--- src/common/asr_pkg.sv ---
// Behaviour
// - direction one makes next transfer a read
// - command bits five to three select register
// - select zero: write command, read status
// - select 011 reads result, 24 or 32
// - other select codes map fixed-size registers
// - continuous read shifts results without commands
// - continuous read watches input; 40 ones reset
// - status is 8 bits, read only, 0x80
// - status msb first: ready, error, ref, parity, tag
// - ready clears on result, sets on events
// - output pin also shows end of conversion
// - error follows clamped result, with ready
// - error also sets on calibration faults
// - missing reference flag sets, clamps all ones
// - parity flag shows odd ones in result
// - channel tag belongs to the stored result
// - every transaction starts with command write
// - first command bit zero before loading
// - direction zero makes next transfer a write
// - 40 ones on input resets whole part
package asr_pkg;
    localparam logic [23:0] MODE_RST    = 24'h080060;
    localparam logic [23:0] CONF_RST    = 24'h000117;
    localparam logic [23:0] OFFS_RST    = 24'h800000;
    localparam logic [7:0]  GPO_RST     = 8'h00;
    localparam logic [7:0]  STAT_RST    = 8'h80;
    localparam logic [7:0]  EXIT_CONTINUOUS_READ_BIT  = 8'h58;
    localparam logic [2:0]  RS_STAT     = 3'h0;
    localparam logic [2:0]  RS_MODE     = 3'h1;
    localparam logic [2:0]  RS_CONF     = 3'h2;
    localparam logic [2:0]  RS_DATA     = 3'h3;
    localparam logic [2:0]  RS_ID       = 3'h4;
    localparam logic [2:0]  RS_GPO      = 3'h5;
    localparam logic [2:0]  RS_OFFS     = 3'h6;
    localparam logic [2:0]  RS_FSC      = 3'h7;
    localparam int          CMD_RW      = 6;
    localparam int          CMD_RS_HI   = 5;
    localparam int          CMD_RS_LO   = 3;
    localparam int          CMD_CONTINUOUS_READ_BIT   = 2;
    localparam int          MODE_DATSTA = 20;
    localparam int          MODE_PARITY_ENABLE_BIT  = 13;
    localparam int          CONF_REFERENCE_DETECT_ENABLE = 6;
    localparam logic [5:0]  ONES_RESET  = 6'h28;
    localparam logic [5:0]  CMD_TAIL    = 6'h07;
    localparam logic [5:0]  LEN_BYTE    = 6'h08;
    localparam logic [5:0]  LEN_WORD    = 6'h18;
    localparam logic [5:0]  LEN_WSTAT   = 6'h20;
    localparam int          FIFO_DEPTH  = 8;

    typedef enum logic [1:0] {ST_WEN, ST_CMD, ST_XFER, ST_CONTINUOUS_READ_BIT} asr_state_t;

    typedef struct packed {
        logic       rdy;
        logic       err;
        logic       reference_missing_flag;
        logic       parity;
        logic [3:0] chan;
    } asr_stat_t;

    typedef struct packed {
        logic [23:0] data;
        logic [3:0]  chan;
        logic        clamp;
        logic        ref_low;
    } asr_res_t;

    typedef struct packed {
        logic [23:0] mode;
        logic [23:0] conf;
        logic [23:0] offs;
        logic [23:0] fsc;
        logic [7:0]  gpo;
    } asr_regs_t;
endpackage : asr_pkg

--- src/verilog/asr_top.sv ---
`timescale 1ns/1ps

module asr_fifo #(
    parameter int WIDTH = 8,
    parameter int DEPTH = 8
) (
    input  wire logic             clk,
    input  wire logic             nrst,
    input  wire logic             flush,
    input  wire logic             in_valid,
    output logic                  in_ready,
    input  wire logic [WIDTH-1:0] in_data,
    output logic                  out_valid,
    input  wire logic             out_ready,
    output logic      [WIDTH-1:0] out_data
);
    localparam int AW = $clog2(DEPTH);
    localparam logic [AW:0] FULL = DEPTH[AW:0];

    logic [WIDTH-1:0] mem_q [DEPTH];
    logic [AW-1:0]    wp_q, wp_d, rp_q, rp_d;
    logic [AW:0]      cnt_q, cnt_d;
    logic             rdy_q, rdy_d;
    logic             push, pop;

    assign push      = in_valid && rdy_q;
    assign pop       = out_valid && out_ready;
    assign in_ready  = rdy_q;
    assign out_valid = (cnt_q != '0);
    assign out_data  = mem_q[rp_q];

    // pointers wrap naturally; depth must be a power of two
    always_comb begin
        wp_d  = wp_q;
        rp_d  = rp_q;
        cnt_d = cnt_q;
        if (push) begin
            wp_d = wp_q + 1'b1;
        end
        if (pop) begin
            rp_d = rp_q + 1'b1;
        end
        cnt_d = cnt_q + (AW+1)'(push) - (AW+1)'(pop);
        if (flush) begin
            wp_d  = '0;
            rp_d  = '0;
            cnt_d = '0;
        end
        rdy_d = (cnt_d != FULL);
    end

    always_ff @(posedge clk or negedge nrst) begin
        if (!nrst) begin
            wp_q  <= '0;
            rp_q  <= '0;
            cnt_q <= '0;
            rdy_q <= 1'b0;
        end else begin
            wp_q  <= wp_d;
            rp_q  <= rp_d;
            cnt_q <= cnt_d;
            rdy_q <= rdy_d;
        end
    end

    always_ff @(posedge clk) begin
        if (push) begin
            mem_q[wp_q] <= in_data;
        end
    end
endmodule : asr_fifo

module asr_top #(
    parameter logic [7:0]  ID_VALUE = 8'h02,      // arbitrary value
    parameter logic [23:0] FSC_RST  = 24'h500000
) (
    input  wire logic          clk,
    input  wire logic          nrst,
    input  wire logic          sclk,
    input  wire logic          din,
    input  wire logic          sync_n,
    output logic               dout_rdy,
    input  wire logic          res_valid,
    input  wire asr_pkg::asr_res_t res_data,
    output logic               res_ready,
    input  wire logic          idle,
    input  wire logic          cal_err,
    output asr_pkg::asr_regs_t regs,
    output logic               part_reset
);
    // ------------------------------------------------------------
    // pin synchronisers
    // ------------------------------------------------------------
    logic [2:0] s1_q, s2_q, s3_q;
    logic       sclk_rise, sclk_fall, din_s, sync_lo;

    always_ff @(posedge clk or negedge nrst) begin
        if (!nrst) begin
            s1_q <= 3'h7;
            s2_q <= 3'h7;
            s3_q <= 3'h7;
        end else begin
            s1_q <= {sync_n, din, sclk};
            s2_q <= s1_q;
            s3_q <= s2_q;
        end
    end

    assign sclk_rise = s2_q[0] && !s3_q[0];
    assign sclk_fall = !s2_q[0] && s3_q[0];
    assign din_s     = s2_q[1];
    assign sync_lo   = !s2_q[2];

    // ------------------------------------------------------------
    // result buffer
    // ------------------------------------------------------------
    asr_pkg::asr_res_t head;
    logic              head_valid, pop, prst_q, prst_d;

    asr_fifo #(
        .WIDTH ($bits(asr_pkg::asr_res_t)),
        .DEPTH (asr_pkg::FIFO_DEPTH)
    ) u_fifo (
        .clk       (clk),
        .nrst      (nrst),
        .flush     (prst_q),
        .in_valid  (res_valid),
        .in_ready  (res_ready),
        .in_data   (res_data),
        .out_valid (head_valid),
        .out_ready (pop),
        .out_data  (head)
    );

    // ------------------------------------------------------------
    // serial engine and status
    // ------------------------------------------------------------
    asr_pkg::asr_state_t st_q, st_d;
    asr_pkg::asr_stat_t  stat_q, stat_d;
    asr_pkg::asr_regs_t  regs_q, regs_d;
    logic [5:0]  cnt_q, cnt_d, ones_q, ones_d, clen;
    logic [6:0]  cmd_q, cmd_d;
    logic [7:0]  win_q, win_d;
    logic [23:0] wr_q, wr_d, data_q, data_d, ld_data;
    logic [31:0] out_q, out_d;
    logic        rd_q, rd_d, continuous_read_bit_q, continuous_read_bit_d, pre_q, pre_d, dout_q, dout_d;
    logic        datsta, busy, start_cr, ref_bad;
    logic [2:0]  rs;

    function automatic logic [5:0] reg_len(input logic [2:0] sel, input logic sta);
        case (sel)
            asr_pkg::RS_STAT, asr_pkg::RS_ID, asr_pkg::RS_GPO: reg_len = asr_pkg::LEN_BYTE;
            asr_pkg::RS_DATA: reg_len = sta ? asr_pkg::LEN_WSTAT : asr_pkg::LEN_WORD;
            default:          reg_len = asr_pkg::LEN_WORD;
        endcase
    endfunction : reg_len

    assign datsta   = regs_q.mode[asr_pkg::MODE_DATSTA];
    assign clen     = reg_len(asr_pkg::RS_DATA, datsta);
    assign busy     = (st_q == asr_pkg::ST_XFER);
    assign start_cr = (st_q == asr_pkg::ST_CONTINUOUS_READ_BIT) && !stat_q.rdy && !pre_q;
    assign ref_bad  = head.ref_low && regs_q.conf[asr_pkg::CONF_REFERENCE_DETECT_ENABLE];
    assign ld_data  = ref_bad ? '1 : head.data;
    assign rs       = cmd_d[asr_pkg::CMD_RS_HI:asr_pkg::CMD_RS_LO];

    // read words are left-justified so the msb always leaves first
    function automatic logic [31:0] rd_word(input logic [2:0] sel);
        case (sel)
            asr_pkg::RS_STAT: rd_word = {stat_q, 24'h000000};
            asr_pkg::RS_MODE: rd_word = {regs_q.mode, 8'h00};
            asr_pkg::RS_CONF: rd_word = {regs_q.conf, 8'h00};
            asr_pkg::RS_DATA: rd_word = {data_q, datsta ? stat_q : 8'h00};
            asr_pkg::RS_ID:   rd_word = {ID_VALUE, 24'h000000};
            asr_pkg::RS_GPO:  rd_word = {regs_q.gpo, 24'h000000};
            asr_pkg::RS_OFFS: rd_word = {regs_q.offs, 8'h00};
            default:          rd_word = {regs_q.fsc, 8'h00};
        endcase
    endfunction : rd_word

    always_comb begin
        st_d    = st_q;
        stat_d  = stat_q;
        regs_d  = regs_q;
        cnt_d   = cnt_q;
        ones_d  = ones_q;
        cmd_d   = cmd_q;
        win_d   = win_q;
        wr_d    = wr_q;
        data_d  = data_q;
        out_d   = out_q;
        rd_d    = rd_q;
        continuous_read_bit_d = continuous_read_bit_q;
        pre_d   = pre_q;
        prst_d  = 1'b0;
        pop     = 1'b0;
        if (sclk_rise) begin
            ones_d = din_s ? ones_q + 6'h01 : 6'h00;
        end
        // result load: raise ready first, then replace the word
        if (head_valid && !busy && !start_cr) begin
            if (!pre_q) begin
                pre_d      = 1'b1;
                stat_d.rdy = 1'b1;
            end else begin
                pop           = 1'b1;
                pre_d         = 1'b0;
                data_d        = ld_data;
                stat_d.rdy    = 1'b0;
                stat_d.err    = head.clamp || ref_bad;
                stat_d.reference_missing_flag  = ref_bad;
                stat_d.parity = regs_q.mode[asr_pkg::MODE_PARITY_ENABLE_BIT] && (^ld_data);
                stat_d.chan   = head.chan;
            end
        end
        case (st_q)
            asr_pkg::ST_WEN: begin
                if (sclk_rise && !din_s) begin
                    st_d  = asr_pkg::ST_CMD;
                    cnt_d = asr_pkg::CMD_TAIL;
                end
            end
            asr_pkg::ST_CMD: begin
                if (sclk_rise) begin
                    cmd_d = {cmd_q[5:0], din_s};
                    cnt_d = cnt_q - 6'h01;
                    if (cnt_q == 6'h01) begin
                        rd_d  = cmd_d[asr_pkg::CMD_RW];
                        cnt_d = reg_len(rs, datsta);
                        out_d = rd_word(rs);
                        st_d  = asr_pkg::ST_XFER;
                        if (rd_d && rs == asr_pkg::RS_DATA && cmd_d[asr_pkg::CMD_CONTINUOUS_READ_BIT]) begin
                            continuous_read_bit_d = 1'b1;
                            rd_d    = 1'b0;
                            st_d    = asr_pkg::ST_CONTINUOUS_READ_BIT;
                        end else if (!rd_d && rs == asr_pkg::RS_STAT) begin
                            st_d = asr_pkg::ST_WEN;
                        end
                    end
                end
            end
            asr_pkg::ST_CONTINUOUS_READ_BIT: begin
                if (start_cr) begin
                    out_d = rd_word(asr_pkg::RS_DATA);
                    cnt_d = clen;
                    rd_d  = 1'b1;
                    st_d  = asr_pkg::ST_XFER;
                end
            end
            default: begin
                // the msb already stands before the first fall, so that fall keeps it
                if (sclk_fall && rd_q
                    && cnt_q != reg_len(cmd_q[asr_pkg::CMD_RS_HI:asr_pkg::CMD_RS_LO], datsta)) begin
                    out_d = {out_q[30:0], 1'b0};
                end
                if (sclk_rise) begin
                    wr_d  = {wr_q[22:0], din_s};
                    win_d = {win_q[6:0], din_s};
                    cnt_d = cnt_q - 6'h01;
                    // exit command is judged on the first byte of a result read
                    if (continuous_read_bit_q && cnt_q == clen - asr_pkg::CMD_TAIL
                        && win_d == asr_pkg::EXIT_CONTINUOUS_READ_BIT) begin
                        continuous_read_bit_d = 1'b0;
                        rd_d    = 1'b0;
                        st_d    = asr_pkg::ST_WEN;
                    end else if (cnt_q == 6'h01) begin
                        rd_d = 1'b0;
                        st_d = continuous_read_bit_q ? asr_pkg::ST_CONTINUOUS_READ_BIT : asr_pkg::ST_WEN;
                        if (rd_q && cmd_q[asr_pkg::CMD_RS_HI:asr_pkg::CMD_RS_LO] == asr_pkg::RS_DATA
                            || continuous_read_bit_q) begin
                            stat_d.rdy = 1'b1;
                        end
                        if (!rd_q) begin
                            case (cmd_q[asr_pkg::CMD_RS_HI:asr_pkg::CMD_RS_LO])
                                asr_pkg::RS_MODE: regs_d.mode = wr_d;
                                asr_pkg::RS_CONF: regs_d.conf = wr_d;
                                asr_pkg::RS_GPO:  regs_d.gpo  = wr_d[7:0];
                                asr_pkg::RS_OFFS: regs_d.offs = wr_d;
                                asr_pkg::RS_FSC:  regs_d.fsc  = wr_d;
                                default:          regs_d      = regs_q;       // read-only ignored
                            endcase
                        end
                    end
                end
            end
        endcase
        // set sources override a same-cycle clear
        if (sync_lo || idle) begin
            stat_d.rdy = 1'b1;
        end
        if (cal_err) begin
            stat_d.err = 1'b1;
        end
        if (sclk_rise && din_s && ones_q == asr_pkg::ONES_RESET - 6'h01) begin
            st_d    = asr_pkg::ST_WEN;
            stat_d  = asr_pkg::asr_stat_t'(asr_pkg::STAT_RST);
            regs_d  = '{asr_pkg::MODE_RST, asr_pkg::CONF_RST, asr_pkg::OFFS_RST,
                        FSC_RST, asr_pkg::GPO_RST};
            continuous_read_bit_d = 1'b0;
            rd_d    = 1'b0;
            pre_d   = 1'b0;
            pop     = 1'b0;
            data_d  = '0;
            ones_d  = '0;
            prst_d  = 1'b1;
        end
        // pin shows shifted data during a read, otherwise the ready flag
        dout_d = (st_d == asr_pkg::ST_XFER && rd_d) ? out_d[31] : stat_d.rdy;
    end

    always_ff @(posedge clk or negedge nrst) begin
        if (!nrst) begin
            st_q    <= asr_pkg::ST_WEN;
            stat_q  <= asr_pkg::asr_stat_t'(asr_pkg::STAT_RST);
            regs_q  <= '{asr_pkg::MODE_RST, asr_pkg::CONF_RST, asr_pkg::OFFS_RST,
                         FSC_RST, asr_pkg::GPO_RST};
            cnt_q   <= '0;
            ones_q  <= '0;
            cmd_q   <= '0;
            win_q   <= '0;
            wr_q    <= '0;
            data_q  <= '0;
            out_q   <= '0;
            rd_q    <= 1'b0;
            continuous_read_bit_q <= 1'b0;
            pre_q   <= 1'b0;
            dout_q  <= 1'b1;
            prst_q  <= 1'b0;
        end else begin
            st_q    <= st_d;
            stat_q  <= stat_d;
            regs_q  <= regs_d;
            cnt_q   <= cnt_d;
            ones_q  <= ones_d;
            cmd_q   <= cmd_d;
            win_q   <= win_d;
            wr_q    <= wr_d;
            data_q  <= data_d;
            out_q   <= out_d;
            rd_q    <= rd_d;
            continuous_read_bit_q <= continuous_read_bit_d;
            pre_q   <= pre_d;
            dout_q  <= dout_d;
            prst_q  <= prst_d;
        end
    end

    assign dout_rdy   = dout_q;
    assign regs       = regs_q;
    assign part_reset = prst_q;
endmodule : asr_top

--- config.mk ---
export PLATFORM = sky130hd
export DESIGN_NAME = asr_top
export DESIGN_NICKNAME = d
export VERILOG_FILES = /design/src/common/asr_pkg.sv /design/src/verilog/asr_top.sv
export SDC_FILE = /design/constraint.sdc
export NUM_CORES = 1
export LEC_CHECK = 0
export BUFFER_PORTS_ARGS = -buffer_cell sky130_fd_sc_hd__buf_2
export CORE_AREA = 4 4 213 215
export DETAILED_ROUTE_END_ITERATION = 6
export DIE_AREA = 0 0 217 219
export HOLD_SLACK_MARGIN = 0.12
export PLACE_DENSITY = 0.75
export SYNTH_ARGS = -nofsm -noshare
export SYNTH_HDL_FRONTEND = slang
export SYNTH_HIERARCHICAL = 1
export SYNTH_SLANG_ARGS = --single-unit
--- constraint.sdc ---
create_clock -name clk -period 7.2 [get_ports clk]
set_input_delay 0 -clock clk [delete_from_list [all_inputs] [get_ports clk]]
set_output_delay 0 -clock clk [all_outputs]
set_load 0.02 [all_outputs]
==> results.md <==
* CP Data Arrival Time at 4.93 ns
* Share of cells above drive strength 1 at 0.190
* Switching part of the total at 0.327
* Post-CTS Resized at 0
* GR Util met3 at 0.0510
* HPWL Detailed at 37.9 mm
* Post-synth top area cell: edfxtp_1
* Vias at 15.4k
* Slew Limit Fails at 0
* GRT Util Overall at 0.247
* Startpoint types: flop
* Drt pass-1 iters at 6
* Internal power at 5.93 mW
* Flop pwr share at 0.408
* Worst EP required at 7.66 ns
* Grt total ovfl at 0
* Initial Utilization at 0.491
* NumNets Final at 1928
* Initial antenna violation count at 1
* Number of distinct library cells after synthesis at 80
* Met2 Usage GRT at 0.410
* Final WS setup at 2.73 ns
* Final ANT Viol Nets at 0
* H-Tree Depth at 2
* Cell area after synthesis at 21500 sq um
* CP Capture Type: flop
* Period utilization at 0.621
* Postcts setup bufs at 0
* Unrepaired setup endpoints after global routing: no
* CP Max Fanout at 37
* Gpl congestion at 0.932
* Most frequent cells in the layout: nand2_1 (293), edfxtp_1 (240), dfrtp_1 (212)
* CTS tree: built
* Slowest cell on crit path: nand3_1
* Clk pwr share at 0.288
* Global-route wire length before repair at 91.4 mm
* WL/cell at 23.5 um
* Worst path cell trace: nor2b_1, buf_4, nand3_1, clkinv_2, nor2_1, inv_1, nor2_1, ha_1, inv_1, ha_1, fa_1, nor4_1, mux2i_1
* Post-synth EDFFs at 240
* Fillers at 3531
* CP max stage delay at 0.77 ns
* Vias in the first global route at 15.3k
* Clock skew at 0.0217 ns
* Die Span Y at 219 um
* FP Rows at 77
* Most common cell after layout, fill and taps aside: nand2_1
* WP buf/inv at 4
* Pre-CTS setup slack at 2.79 ns
* VDD IR max at 0.311 mV
* Num ports at 145
* Clk Latency, worst-skew pair at 0.59 ns
* #FFs+latches synth at 474
* Drt total wl at 59.0 mm
* Via-to-Cell Ratio at 6.13
* Share of synthesized registers carrying an async set or reset at 0.494
* Syn nets at 1784
* Final setup TNS at 0 ns
* TritonCTS sink count at 474
* Synth warn at 6
* Worst relative slew slack at 0.117
* Number of max-cap violations at 0
* Setup-failing EPs final at 0
* Seq/Total Area, Yosys at 0.609
* Area fraction of the dominant cell type after synthesis at 0.335
* Die Area at 47500 sq um
* Met1 Resource Use GR at 0.327
* Max Buffers Root-to-Sink at 3
* Leakage at 9.65 nW
* IO buf count at 144
* Crit Path Category: reg -> reg
* Sw Pwr at 2.88 mW
* Max Freq at 0.224 GHz
* PD cells at 358 nW/um^2
* Busiest grt layer: met2
* CTS root buffer: clkbuf_16
* Worst slew pin tran at 1.32 ns
* CTS Buf Count at 48
* Total Power at 8.81 mW
* P&R area growth vs syn at 14.6%
* Combinational group share of total power at 0.305
* Top cell family by delay on the critical path: simple AND/OR/NAND/NOR gates
* HP Class: in -> async
* Drt initial violations at 2113
* Leading register cell type out of synthesis: edfxtp_1
* Mean post-synth cell area at 12.4 sq um
* Die Span X at 217 um
* Largest net degree at the start of global routing at 120
* Min Tclk post-route at 4.47 ns
* Syn Inst Count at 1729
* DR DRC count at 0
* Synth area leaders: edfxtp_1 (34%), dfrtp_1 (25%), mux4_1 (7.1%)
* Hold Fails Final Rpt at 0
* Status: completed
* Area of the core at 43700 sq um
* Clk slew on worst S/H paths at 0.07 ns
[routing by layer]
metal	vias to the layer above	wire [um]
met1	7629	22700
li1	6713	-
met3	154	5490
met4	0	2090
met2	854	28700
met5	-	0
[worst register-to-register path: cells and delay by family, from the launching register on]
kind,cells,cell delay [ns]
AND/OR/NAND/NOR,5,1.64
buffers and inverters,4,1.12
adder cells (fa/ha/maj),3,0.89
flip-flops,1,0.57
multiplexers,1,0.13
[synthesized netlist by cell type (12+ instances only)]
cell / number
a21oi_1: 159
a221oi_1: 18
a22o_1: 12
a22oi_1: 16
a31oi_1: 13
buf_2: 36
buf_4: 13
clkbuf_1: 52
dfrtp_1: 214
dfstp_2: 20
edfxtp_1: 240
ha_1: 16
inv_1: 19
mux2_2: 54
mux2i_1: 14
mux4_1: 58
nand2_1: 293
nand3_1: 28
nor2_1: 108
nor3_1: 82
o21ai_0: 51
o21ai_1: 12
o221ai_1: 14
o31ai_1: 13
xnor2_1: 20
[stage by stage]
stage,hold slack [ns],instance area (sq um),utilization,instances
finish,0.109,24600,0.563,2506
global route,0.181,24600,0.563,2506
CTS,0.135,24600,0.563,2505
detailed placement,0.128,22600,0.517,2375
global placement,0.130,22600,0.517,2375
floorplan,-0.296,21500,-,1729
[state kept, by name, indices dropped and copies added, names as in the netlist, 2 cells and up]
name,flops
u_fifo/mem_q,240
regs,104
out_q,32
data_q,24
wr_q,17
stat_q,8
cmd_q,6
cnt_q,6
ones_q,6
win_q,6
u_fifo/cnt_q,4
s1_q,3
s2_q,3
u_fifo/rp_q,3
u_fifo/wp_q,3
st_q,2
[cell type report]
type | instances | area [sq um] | area share
sequential | 474 | 13100 | 0.532
clock inverter | 29 | 328 | 0.0133
inverter | 21 | 80.1 | 0.00325
clock buffer | 61 | 1270 | 0.0516
multi-input combinational | 1119 | 7790 | 0.316
antenna | 1 | 2.50 | 0.000102
tap | 592 | 741 | 0.0301
timing repair buffer | 209 | 1320 | 0.0536
[power groups by stage]
| stage | combinational (mW) | sequential (mW) | clock (mW) |
|---|---|---|---|
| 6_report | 2.68 | 3.59 | 2.54 |
| 2_1_floorplan | 2.07 | 3.48 | 0 |
| 5_1_grt | 2.93 | 3.62 | 2.68 |
| 3_5_place_dp | 2.64 | 3.62 | 0 |
| 4_1_cts | 2.69 | 3.58 | 2.57 |
| 3_3_place_gp | 2.54 | 3.60 | 0 |
[timing repair]
action | in CTS | in global routing
endpoints found under the hold margin | 366 | 0
setup endpoints to repair | 0 | 0
hold buffers | 40 | 0
[final timing paths]
kind	startpoint	end	slack, ns	cells past startpoint
min in group clk	idle	stat_q[7]	0.22	3
worst max register to register	s3_q[0]	u_fifo/in_ready	2.73	13
worst max-delay path	s3_q[0]	u_fifo/in_ready	2.73	13
max in group asynchronous	nrst	cmd_q[0]	5.58	3
worst min register to register	s1_q[2]	s2_q[2]	0.36	0
worst min-delay path	nrst	wr_q[21]	0.11	2
[logic make-up after synthesis]
kind of cell               share of synthesized area
muxes                                          0.112
and+or+nand+nor                                0.124
AOI/OAI and AO/OA                              0.102
adders and majority gates                     0.0102
xor gates and xnor gates                      0.0110
DFF                                            0.609
buffers and inverters                         0.0313
Power figures use the tool's default switching activity.
